[src/hw/cpr_cfg.svh]
// constants for the copper line control register bank
// assumes inclusion by bare name from the package only
`ifndef CPR_CFG_SVH
`define CPR_CFG_SVH
`define CPR_ADDR_W 5
`define CPR_OFF_EXT_STATUS 5'h0F
`define CPR_OFF_LINE_CTRL 5'h10
`define CPR_OFF_BASIC_CTRL 5'h00
`define CPR_OFF_KEEPALIVE 5'h1A
`define CPR_EXT_STATUS_VAL 16'h3000
`define CPR_BIT_LP_DIS 15
`define CPR_DS_CNT_HI 14
`define CPR_DS_CNT_LO 12
`define CPR_BIT_DS_EN 11
`define CPR_BIT_FORCE_LINK 10
`define CPR_EDET_HI 9
`define CPR_EDET_LO 8
`define CPR_BIT_EXT_DIST 7
`define CPR_XOVER_HI 6
`define CPR_XOVER_LO 5
`define CPR_BIT_RSVD4 4
`define CPR_BIT_TX_DIS 3
`define CPR_BIT_PWR_DOWN 2
`define CPR_BIT_POL_DIS 1
`define CPR_BIT_JAB_DIS 0
`define CPR_BIT_SW_RESET 15
`define CPR_BIT_ANEG_RESTART 9
`define CPR_BIT_BASIC_PD 11
`define CPR_BIT_KEEPALIVE 3
`define CPR_DS_CNT_RST 3'h3
`define CPR_XOVER_RST 2'h3
`endif

[src/hw/cpr_pkg.sv]
// types for the copper line control register bank
// assumes cpr_cfg.svh is on the include path
package cpr_pkg;
  `include "cpr_cfg.svh"
  typedef enum logic [1:0] {
    CPR_XO_MDI,
    CPR_XO_MDIX,
    CPR_XO_RSVD,
    CPR_XO_AUTO
  } cpr_xover_t;
  // settings that only change on a software reset or on the strap load after reset
  typedef struct packed {
    logic [2:0] ds_count;
    logic ds_enable;
    logic [1:0] edet;
    cpr_xover_t xover;
  } cpr_deferred_t;
  // controls driven to the copper datapath
  typedef struct packed {
    logic link_pulse_en;
    logic [3:0] ds_attempts;
    logic ds_enable;
    logic force_link_good;
    logic edet_on;
    logic edet_send_nlp;
    logic low_rx_threshold;
    cpr_xover_t xover;
    logic tx_enable;
    logic powered_down;
    logic gmii_on;
    logic auto_polarity;
    logic jabber_en;
  } cpr_ctrl_t;
endpackage : cpr_pkg

[src/hw/cpr_regs.sv]
// copper line control and extended capability status registers
// assumes a synchronous plain register port and a synchronous strap input
//
// Behaviour
// - extended status 1000BASE-X bits read zero
// - extended status 1000BASE-T bits read one
// - extended status low twelve bits zero, read-only
// - link-pulse disable bit stops link pulses
// - downshift code N gives N+1 attempts
// - deferred fields apply only on software reset or the strap load after reset
// - downshift enable allows speed fallback
// - force link good except in gigabit
// - energy detect off, sense, or sense+pulses
// - energy detect resets from strap input
// - extended distance lowers 10BASE-T threshold
// - crossover mode MDI, MDIX, reserved, auto
// - transmitter disable keeps value through soft reset
// - powered down while either power-down bit set
// - power-up exit forces software reset, renegotiation
// - keepalive bit keeps GMII during power down
// - polarity disable forces normal 10BASE-T polarity
// - jabber disable only matters in 10BASE-T half
//
// The address-and-strobe port was decided locally.
`timescale 1ns/1ns
`default_nettype none
module cpr_regs
  import cpr_pkg::*;
(
  input wire logic clk,
  input wire logic resetn,
  input wire logic [`CPR_ADDR_W-1:0] reg_addr,
  input wire logic [15:0] reg_wdata,
  input wire logic reg_wr,
  input wire logic reg_rd,
  output logic [15:0] reg_rdata,
  input wire logic [1:0] energy_detect_strap_input,
  input wire logic gigabit_mode,
  output logic soft_reset_pulse,
  output logic aneg_restart_pulse,
  output var cpr_ctrl_t ctrl
);

  logic [15:0] line_q, line_d;
  cpr_deferred_t act_q, act_d;
  logic basic_pd_q, basic_pd_d;
  logic keep_q, keep_d;
  logic pd_q, pd_d;
  logic strap_load_q, strap_load_d;
  logic [15:0] rdata_q, rdata_d;
  logic srst_q, srst_d;
  logic aneg_q, aneg_d;
  cpr_ctrl_t ctrl_q, ctrl_d;
  logic wr_line, wr_basic, pd_now, pd_exit, soft_rst;

  always_comb begin
    wr_line = reg_wr && (reg_addr == `CPR_OFF_LINE_CTRL);
    wr_basic = reg_wr && (reg_addr == `CPR_OFF_BASIC_CTRL);
    line_d = line_q;
    basic_pd_d = basic_pd_q;
    keep_d = keep_q;
    strap_load_d = 1'b0;
    if (strap_load_q) begin
      line_d[`CPR_EDET_HI:`CPR_EDET_LO] = energy_detect_strap_input;
    end
    if (wr_line) begin
      line_d = reg_wdata;
    end
    if (wr_basic) begin
      basic_pd_d = reg_wdata[`CPR_BIT_BASIC_PD];
    end
    if (reg_wr && (reg_addr == `CPR_OFF_KEEPALIVE)) begin
      keep_d = reg_wdata[`CPR_BIT_KEEPALIVE];
    end
    pd_now = basic_pd_d | line_d[`CPR_BIT_PWR_DOWN];
    pd_d = pd_now;
    pd_exit = pd_q && !pd_now;
    soft_rst = (wr_basic && reg_wdata[`CPR_BIT_SW_RESET]) || pd_exit;
    srst_d = soft_rst;
    aneg_d = pd_exit || (wr_basic && reg_wdata[`CPR_BIT_ANEG_RESTART]);
    if (soft_rst) begin
      line_d[`CPR_BIT_LP_DIS] = 1'b0;
    end
    act_d = act_q;
    if (soft_rst || strap_load_q) begin
      act_d.ds_count = line_d[`CPR_DS_CNT_HI:`CPR_DS_CNT_LO];
      act_d.ds_enable = line_d[`CPR_BIT_DS_EN];
      act_d.edet = line_d[`CPR_EDET_HI:`CPR_EDET_LO];
      act_d.xover = cpr_xover_t'(line_d[`CPR_XOVER_HI:`CPR_XOVER_LO]);
    end
    rdata_d = 16'h0000;
    if (reg_rd) begin
      if (reg_addr == `CPR_OFF_EXT_STATUS) begin
        rdata_d = `CPR_EXT_STATUS_VAL;
      end else if (reg_addr == `CPR_OFF_LINE_CTRL) begin
        rdata_d = line_q;
      end else if (reg_addr == `CPR_OFF_BASIC_CTRL) begin
        rdata_d = {4'h0, basic_pd_q, 11'h000};
      end else if (reg_addr == `CPR_OFF_KEEPALIVE) begin
        rdata_d = {12'h000, keep_q, 3'h0};
      end else begin
        rdata_d = 16'h0000;
      end
    end
  end

  always_comb begin
    ctrl_d.link_pulse_en = !line_q[`CPR_BIT_LP_DIS];
    ctrl_d.ds_attempts = {1'b0, act_q.ds_count} + 4'h1;
    ctrl_d.ds_enable = act_q.ds_enable;
    ctrl_d.force_link_good = line_q[`CPR_BIT_FORCE_LINK] && !gigabit_mode;
    ctrl_d.edet_on = act_q.edet[1];
    ctrl_d.edet_send_nlp = act_q.edet[1] && act_q.edet[0];
    ctrl_d.low_rx_threshold = line_q[`CPR_BIT_EXT_DIST];
    ctrl_d.xover = act_q.xover;
    ctrl_d.tx_enable = !line_q[`CPR_BIT_TX_DIS];
    ctrl_d.powered_down = pd_q;
    ctrl_d.gmii_on = !pd_q || keep_q;
    ctrl_d.auto_polarity = !line_q[`CPR_BIT_POL_DIS];
    ctrl_d.jabber_en = !line_q[`CPR_BIT_JAB_DIS];
  end

  always_ff @(posedge clk) begin
    if (!resetn) begin
      line_q <= {1'b0, `CPR_DS_CNT_RST, 1'b0, 1'b0, 2'h0, 1'b0,
                 `CPR_XOVER_RST, 5'h00};
      act_q <= '{ds_count: `CPR_DS_CNT_RST, ds_enable: 1'b0, edet: 2'h0,
                 xover: CPR_XO_AUTO};
      basic_pd_q <= 1'b0;
      keep_q <= 1'b0;
      pd_q <= 1'b0;
      strap_load_q <= 1'b1;
      rdata_q <= 16'h0000;
      srst_q <= 1'b0;
      aneg_q <= 1'b0;
      ctrl_q <= '0;
    end else begin
      line_q <= line_d;
      act_q <= act_d;
      basic_pd_q <= basic_pd_d;
      keep_q <= keep_d;
      pd_q <= pd_d;
      strap_load_q <= strap_load_d;
      rdata_q <= rdata_d;
      srst_q <= srst_d;
      aneg_q <= aneg_d;
      ctrl_q <= ctrl_d;
    end
  end

  assign reg_rdata = rdata_q;
  assign soft_reset_pulse = srst_q;
  assign aneg_restart_pulse = aneg_q;
  assign ctrl = ctrl_q;

endmodule : cpr_regs
`default_nettype wire

[config.mk]
export PLATFORM = sky130hd
export DESIGN_NAME = cpr_regs
export DESIGN_NICKNAME = d
export VERILOG_FILES = /design/src/hw/cpr_pkg.sv /design/src/hw/cpr_regs.sv
export VERILOG_INCLUDE_DIRS = /design/src /design/src/hw
export SDC_FILE = /design/constraint.sdc
export NUM_CORES = 1
export LEC_CHECK = 0
export ABC_AREA = 1
export BUFFER_PORTS_ARGS = -buffer_cell sky130_fd_sc_hd__buf_2
export CAP_MARGIN = 20
export CORE_ASPECT_RATIO = 0.8
export CORE_MARGIN = 2
export CORE_UTILIZATION = 30
export CTS_BUF_LIST = sky130_fd_sc_hd__clkbuf_4 sky130_fd_sc_hd__clkbuf_8
export DETAILED_ROUTE_END_ITERATION = 6
export PLACE_DENSITY_LB_ADDON = 0.05
export RECOVER_POWER = 50
export SLEW_MARGIN = 40
export SYNTH_ARGS = -nofsm -noshare
export SYNTH_HDL_FRONTEND = slang
export SYNTH_SLANG_ARGS = --single-unit
[constraint.sdc]
create_clock -name clk -period 2.8 [get_ports clk]
set_input_delay 0.42 -clock clk [delete_from_list [all_inputs] [get_ports clk]]
set_output_delay 0.42 -clock clk [all_outputs]
set_load 0.02 [all_outputs]
==> impl_results.md, run 1 <==
- Outcome: finished, final reports clean
- Antenna-violating nets left: 0
- Dpl hpwl: 3470 um
- Die ar.: 8030 um2
- Max H-tree Level: 3
- IO buf count: 62
- Power per Cell Area: 654 nW/um2
- Setup violators final: 0
- WS Path Type: in2reg
- Number of buffers created by CTS: 9
- CP max-delay cell: clkbuf_1
- Sequential share of the synthesized area: 57.4%
- P_leak: 1.31 nW
- DRT Pass-1 Iters: 4
- CP peak stage delay: 0.80 ns
- Clock Tree Root: clkbuf_8
- Final Hold Viols: 0
- Post-CTS setup buffer count: 0
- Worst-path fanout max: 26
- Minimum clock period: 2.04 ns
- Initial core utilization: 31.4%
- DR top layer: met4
- Unrepaired setup endpoints after global routing: false
- Measured slew at the worst slew-check pin: 1.09 ns
- DR vias: 1780
- Initial antenna violation count: 0
- FF+latch area: 1260 um2
- Type of origin of the critical path: primary input
- DR WL met3: 290 um
- CP Capture Type: register
- Mapped Cells: 260
- WL per Instance: 12.1 um
- F_max: 491 MHz
- Standard-cell rows: 27
- Vias in the first global route: 1717
- First-pass GRT wire length: 8250 um
- CTS tree: done
- GP Congestion: 0.733
- Setup TNS: 0 ns
- Most frequent cells in the layout: 63 x dfxtp_1, 48 x buf_2, 44 x nand2_1, 39 x inv_1, 33 x nor2_1
- Fill cell count: 761
- # DRC: 0
- Vias per cell: 4.28
- Hold depth: 2
- Die Span X: 99.7 um
- Crit share post-route: 72.8%
- Share of cells above drive strength 1: 22.5%
- Slew margin rel.: 27.7%
- Die Y: 80.5 um
- CTS Hold Buffers Added: 0
- GRT Overall Usage: 13.7%
- Hold/Removal Path Class: in2reg
- Met1 wire length: 2590 um
- Max-slew violations: 0
- PnR worst setup slack: 0.762 ns
- Post-CTS Resized: 0
- Max-Cap Viols: 0
- Core ar.: 6990 um2
- Io pins: 63
- Iteration-0 DRC Markers: 50
- Crit path arrival time: 2.26 ns
- Largest net degree at the start of global routing: 27
- Worst skew pair latency: 0.33 ns
- Most common cell after layout, fill and taps aside: dfxtp_1
- Area taken by multi-input logic gates: 717 um2
- Final Skew: 0.0110 ns
- Worst-path clk slew: 0.07 ns
- Max Root-Sink Buffers: 2
- Post-Route WL: 5040 um
- Seq cells post-synth: 63
- Nets@finish: 354
- Peak VDD IR: 0.212 mV
- R2R depth: 8
- CTS sink cnt: 63
- Mapped cell area: 2200 um2
- Met2 WL post-DR: 2120 um
- Area growth from synthesis to layout: 24.1%
- Worst path cell trace: buf_2 -> nor2_1 -> nand4_2 -> clkbuf_1 -> nand2_2 -> nand2_1 -> nand3_4 -> nand3_4 -> nand2_1 -> inv_1 -> nor2_1
- Post-Syn Nets: 289
- Mean Syn Cell Area: 8.45 um2
- Pre-CTS setup slack: 0.830 ns
- Synth warn: 0
- Antenna Cells: 0
- Overflow after GRT: 0
- Synth unique cells: 28
- Worst EP required: 3.03 ns
path summary, 6_finish.rpt:
path	from	endpoint	slack, ns
setup / recovery	reg_addr[2]	act_q[3]$_SDFFE_PN0P_	0.76
hold / removal	gigabit_mode	ctrl[10]$_SDFF_PN0_	0.25
setup reg to reg	line_q[2]$_SDFF_PN0_	act_q[3]$_SDFFE_PN0P_	1.55
hold reg to reg	line_q[3]$_SDFFE_PN0N_	ctrl[4]$_SDFF_PN0_	0.41
cells by family (layout without fill, tap and decap cells):
kind of cell,count (synthesis),count (layout),synth area share (%)
xor gates and xnor gates,1,1,0.399
DFF,63,63,57.4
adders and majority gates,1,1,0.569
buffers and inverters,52,121,9.51
AOI/OAI and AO/OA,31,31,7.40
and+or+nand+nor,112,112,24.7
critical path, delay by kind of cell:
family	cells	cell delay, ns
AND/OR/NAND/NOR	8	0.87
buffers and inverters	3	0.96
Yosys cell counts (all sizes together):
cell / instances / area share, %
dfxtp: 63 / 57
nand2: 47 / 8.5
inv: 41 / 7.0
nor2: 36 / 7.3
o21ai: 14 / 3.2
a21oi: 13 / 3.0
nand3: 12 / 3.9
nand4: 11 / 3.4
clkbuf: 6 / 1.0
buf: 4 / 1.3
and2: 2 / 0.57
o211ai: 2 / 0.68
o22ai: 2 / 0.57
or2: 2 / 0.57
clkinv: 1 / 0.17
ha: 1 / 0.57
nor3: 1 / 0.23
nor4: 1 / 0.28
xnor2: 1 / 0.40
registers in the layout (all words and copies together) (netlist names):
register,flops
act_q,8
aneg_restart_pulse,1
basic_pd_q,1
ctrl,17
keep_q,1
line_q,16
pd_q,1
reg_rdata,16
soft_reset_pulse,1
strap_load_q,1
report_power, final:
group | switching [mW] | internal [mW]
Combinational | 0.0839 | 0.0461
Clock | 0.336 | 0.386
Sequential | 0.0104 | 0.923
area by class of cell:
type | instances | share of cell area, %
clock buffer | 12 | 6.06
clock inverter | 3 | 0.642
inverter | 42 | 5.78
multi-input combinational | 145 | 26.3
sequential | 63 | 46.2
tap | 87 | 3.99
timing repair buffer | 64 | 11.0
per-layer routing:
metal / GRT usage [%] / vias to the layer above
met5: 0 / -
met4: 4.93 / 0
met1: 17.4 / 784
li1: - / 939
met3: 6.18 / 4
met2: 20.3 / 53
through the flow:
step	total power [mW]	cell area [um2]	hold slack [ns]	cells	util, %
floorplan	1.03	2200	0.393	260	-
finish	1.78	2730	0.255	416	39.0
detailed placement	1.09	2580	0.406	401	36.9
global placement	1.09	2580	0.404	401	36.9
global route	1.87	2730	0.226	416	39.0
CTS	1.81	2760	0.234	416	39.5
Power figures use the tool's default switching activity.
==> inputs of run 2 (changes only) <==
==> constraint.sdc (replaced) <==
create_clock -name clk -period 1.65 [get_ports clk]
set_input_delay 0.2475 -clock clk [delete_from_list [all_inputs] [get_ports clk]]
set_output_delay 0.2475 -clock clk [all_outputs]
set_load 0.02 [all_outputs]
==> impl_results.md, run 2 (same netlist as run 1, synthesis figures left out) <==
- Antenna-violating nets left: 0 (unchanged)
- # DRC: 0 (unchanged)
- Max-slew violations: 0 (unchanged)
- F_max: 756 MHz
- Worst-path fanout max: 12 (-54%)
- CTS sink cnt: 63 (unchanged)
- Most common cell after layout, fill and taps aside: dfxtp_1
- DRT Pass-1 Iters: 4 (unchanged)
- CP Capture Type: register
- Final Skew: 0.00859 ns (-0.00245 ns)
- Clock group share of total power: 42.5% (+2.1 points)
- Final Hold Viols: 0 (unchanged)
- Max H-tree Level: 3 (unchanged)
- Standard-cell rows: 27 (unchanged)
- Peak VDD IR: 0.463 mV (+120%)
- Measured slew at the worst slew-check pin: 0.428 ns (-0.657 ns)
- Worst skew pair latency: 0.34 ns (about the same)
- Combinational share of power: 7.2% (about the same)
- First-pass GRT wire length: 8240 um (-0.17%)
- Core ar.: 6990 um2 (unchanged)
- Post-CTS setup buffer count: 0 (unchanged)
- Type of origin of the critical path: primary input
- R2R depth: 5 (-3)
- Max reg flops: 17 (unchanged)
- CP Depth: 11 (unchanged)
- PnR worst setup slack: 0.327 ns (-0.435 ns)
- Share of cells above drive strength 1: 25.8% (+3.3 points)
- Sw frac: 23.3% (-0.80 points)
- CTS tree: done
- Die Y: 80.5 um (unchanged)
- Outcome: finished, final reports clean
- Worst-path clk slew: 0.06 ns (about the same)
- Net Sw Power: 733 uW (+70%)
- Worst path cell trace: clkbuf_1 -> nor2_4 -> nand2_1 -> nor2_1 -> nand3_1 -> nand2_2 -> nand3_4 -> nand3_4 -> nand2_1 -> inv_1 -> nor2_1
- Nets@finish: 358 (+1.1%)
- CP peak stage delay: 0.23 ns (-0.57 ns)
- Unrepaired setup endpoints after global routing: false
- Die ar.: 8030 um2 (unchanged)
- Setup violators final: 0 (unchanged)
- WS Path Type: in2reg
- CP max-delay cell: nor2_1
- Area growth from synthesis to layout: 26.2%
- Crit path arrival time: 1.56 ns (-0.70 ns)
- Power per Cell Area: 1130 nW/um2 (+73%)
- P_leak: 1.37 nW (+5.1%)
- Overflow after GRT: 0 (unchanged)
- Most frequent cells in the layout: 63 x dfxtp_1, 59 x buf_2, 44 x nand2_1, 40 x inv_1, 33 x nor2_1
- Initial core utilization: 31.4% (unchanged)
- Area taken by multi-input logic gates: 711 um2 (-0.87%)
- CP bufs+invs: 2 (-1)
- Die Span X: 99.7 um (unchanged)
- Initial antenna violation count: 0 (unchanged)
- Post-Route WL: 5020 um (-0.42%)
- Antenna Cells: 0 (unchanged)
- Fill cell count: 762 (+0.13%)
- Crit share post-route: 80.2%
- Worst reg2reg path endpoint: act_q[4]$_SDFFE_PN0P_
- Worst flop-to-flop path startpoint: strap_load_q$_DFF_P_
- Worst EP required: 1.88 ns (-1.15 ns)
- Post-CTS Resized: 0 (unchanged)
- FF+latch area: 1260 um2 (unchanged)
- Largest net degree at the start of global routing: 27 (unchanged)
- Crit path from: reg_addr[2]
- WL per Instance: 12.0 um (-1.4%)
- CTS Hold Buffers Added: 0 (unchanged)
- Iteration-0 DRC Markers: 75 (+50%)
- IO buf count: 62 (unchanged)
- Dpl hpwl: 3560 um (+2.6%)
- DR vias: 1786 (+0.34%)
- Pre-CTS setup slack: 0.117 ns (-0.713 ns)
- GRT Overall Usage: 13.7% (+0.015 points)
- Number of buffers created by CTS: 9 (unchanged)
- Io pins: 63 (unchanged)
- P_int: 2.41 mW (+78%)
- Seq pwr share: 50.4% (-1.9 points)
- GP Congestion: 0.704 (-3.9%)
- Max Root-Sink Buffers: 2 (unchanged)
- Setup TNS: 0 ns (unchanged)
- Vias per cell: 4.25 (-0.62%)
- Crit path max-delay family: simple AND/OR/NAND/NOR gates
- Minimum clock period: 1.32 ns
- Hold/Removal Path Class: in2reg
- Slew margin rel.: 71.4% (+44 points)
- Internal reg-to-reg setup slack: 0.47 ns (-1.08 ns)
- Vias in the first global route: 1749 (+1.9%)
- Max-Cap Viols: 0 (unchanged)
- Crit path capture: act_q[4]$_SDFFE_PN0P_
- Clock Tree Root: clkbuf_8
-- run 2: power by group through the flow --
stage	registers (mW)	logic [mW]	clock network [mW]
final	1.58	0.225	1.34
after global routing	1.59	0.256	1.47
after CTS	1.58	0.236	1.38
after detailed placement	1.62	0.234	0
after global placement	1.62	0.236	0
after floorplan	1.65	0.110	0
-- run 2: final cells by class --
type                       count  area share, %
sequential                    63           45.5
multi-input combinational    145           25.6
timing repair buffer          68           12.2
inverter                      42           5.69
clock buffer                  11           5.46
tap                           87           3.93
clock inverter                 4           1.62
-- run 2: metrics by stage --
step / util, % / area, um2 / hold WS (ns) / power [mW] / instances
finish: 39.6 / 2770 / 0.0646 / 3.15 / 420
global route: 39.6 / 2770 / 0.0497 / 3.31 / 420
CTS: 40.1 / 2810 / 0.0467 / 3.20 / 420
detailed placement: 37.3 / 2610 / 0.400 / 1.85 / 405
global placement: 37.3 / 2610 / 0.404 / 1.86 / 405
floorplan: - / 2200 / 0.327 / 1.76 / 260
-- run 2: worst min path at each step --
stage	from	endpoint	slack, ns	depth (start not counted)
after global placement	line_q[15]$_SDFFE_PP0N_	ctrl[16]$_SDFF_PN0_	0.40	1
after floorplan	gigabit_mode	ctrl[10]$_SDFF_PN0_	0.33	1
after detailed placement	line_q[15]$_SDFFE_PP0N_	ctrl[16]$_SDFF_PN0_	0.40	1
after CTS	gigabit_mode	ctrl[10]$_SDFF_PN0_	0.05	2
final	gigabit_mode	ctrl[10]$_SDFF_PN0_	0.06	2
after global routing	gigabit_mode	ctrl[10]$_SDFF_PN0_	0.05	2
-- run 2: layer usage --
layer  vias up  track usage (%)  wire (um)
met2        59             19.0       2050
met4         0             4.52         74
met5         -                0          0
met1       772             18.3       2550
li1        949                -          -
met3         6             6.79        346
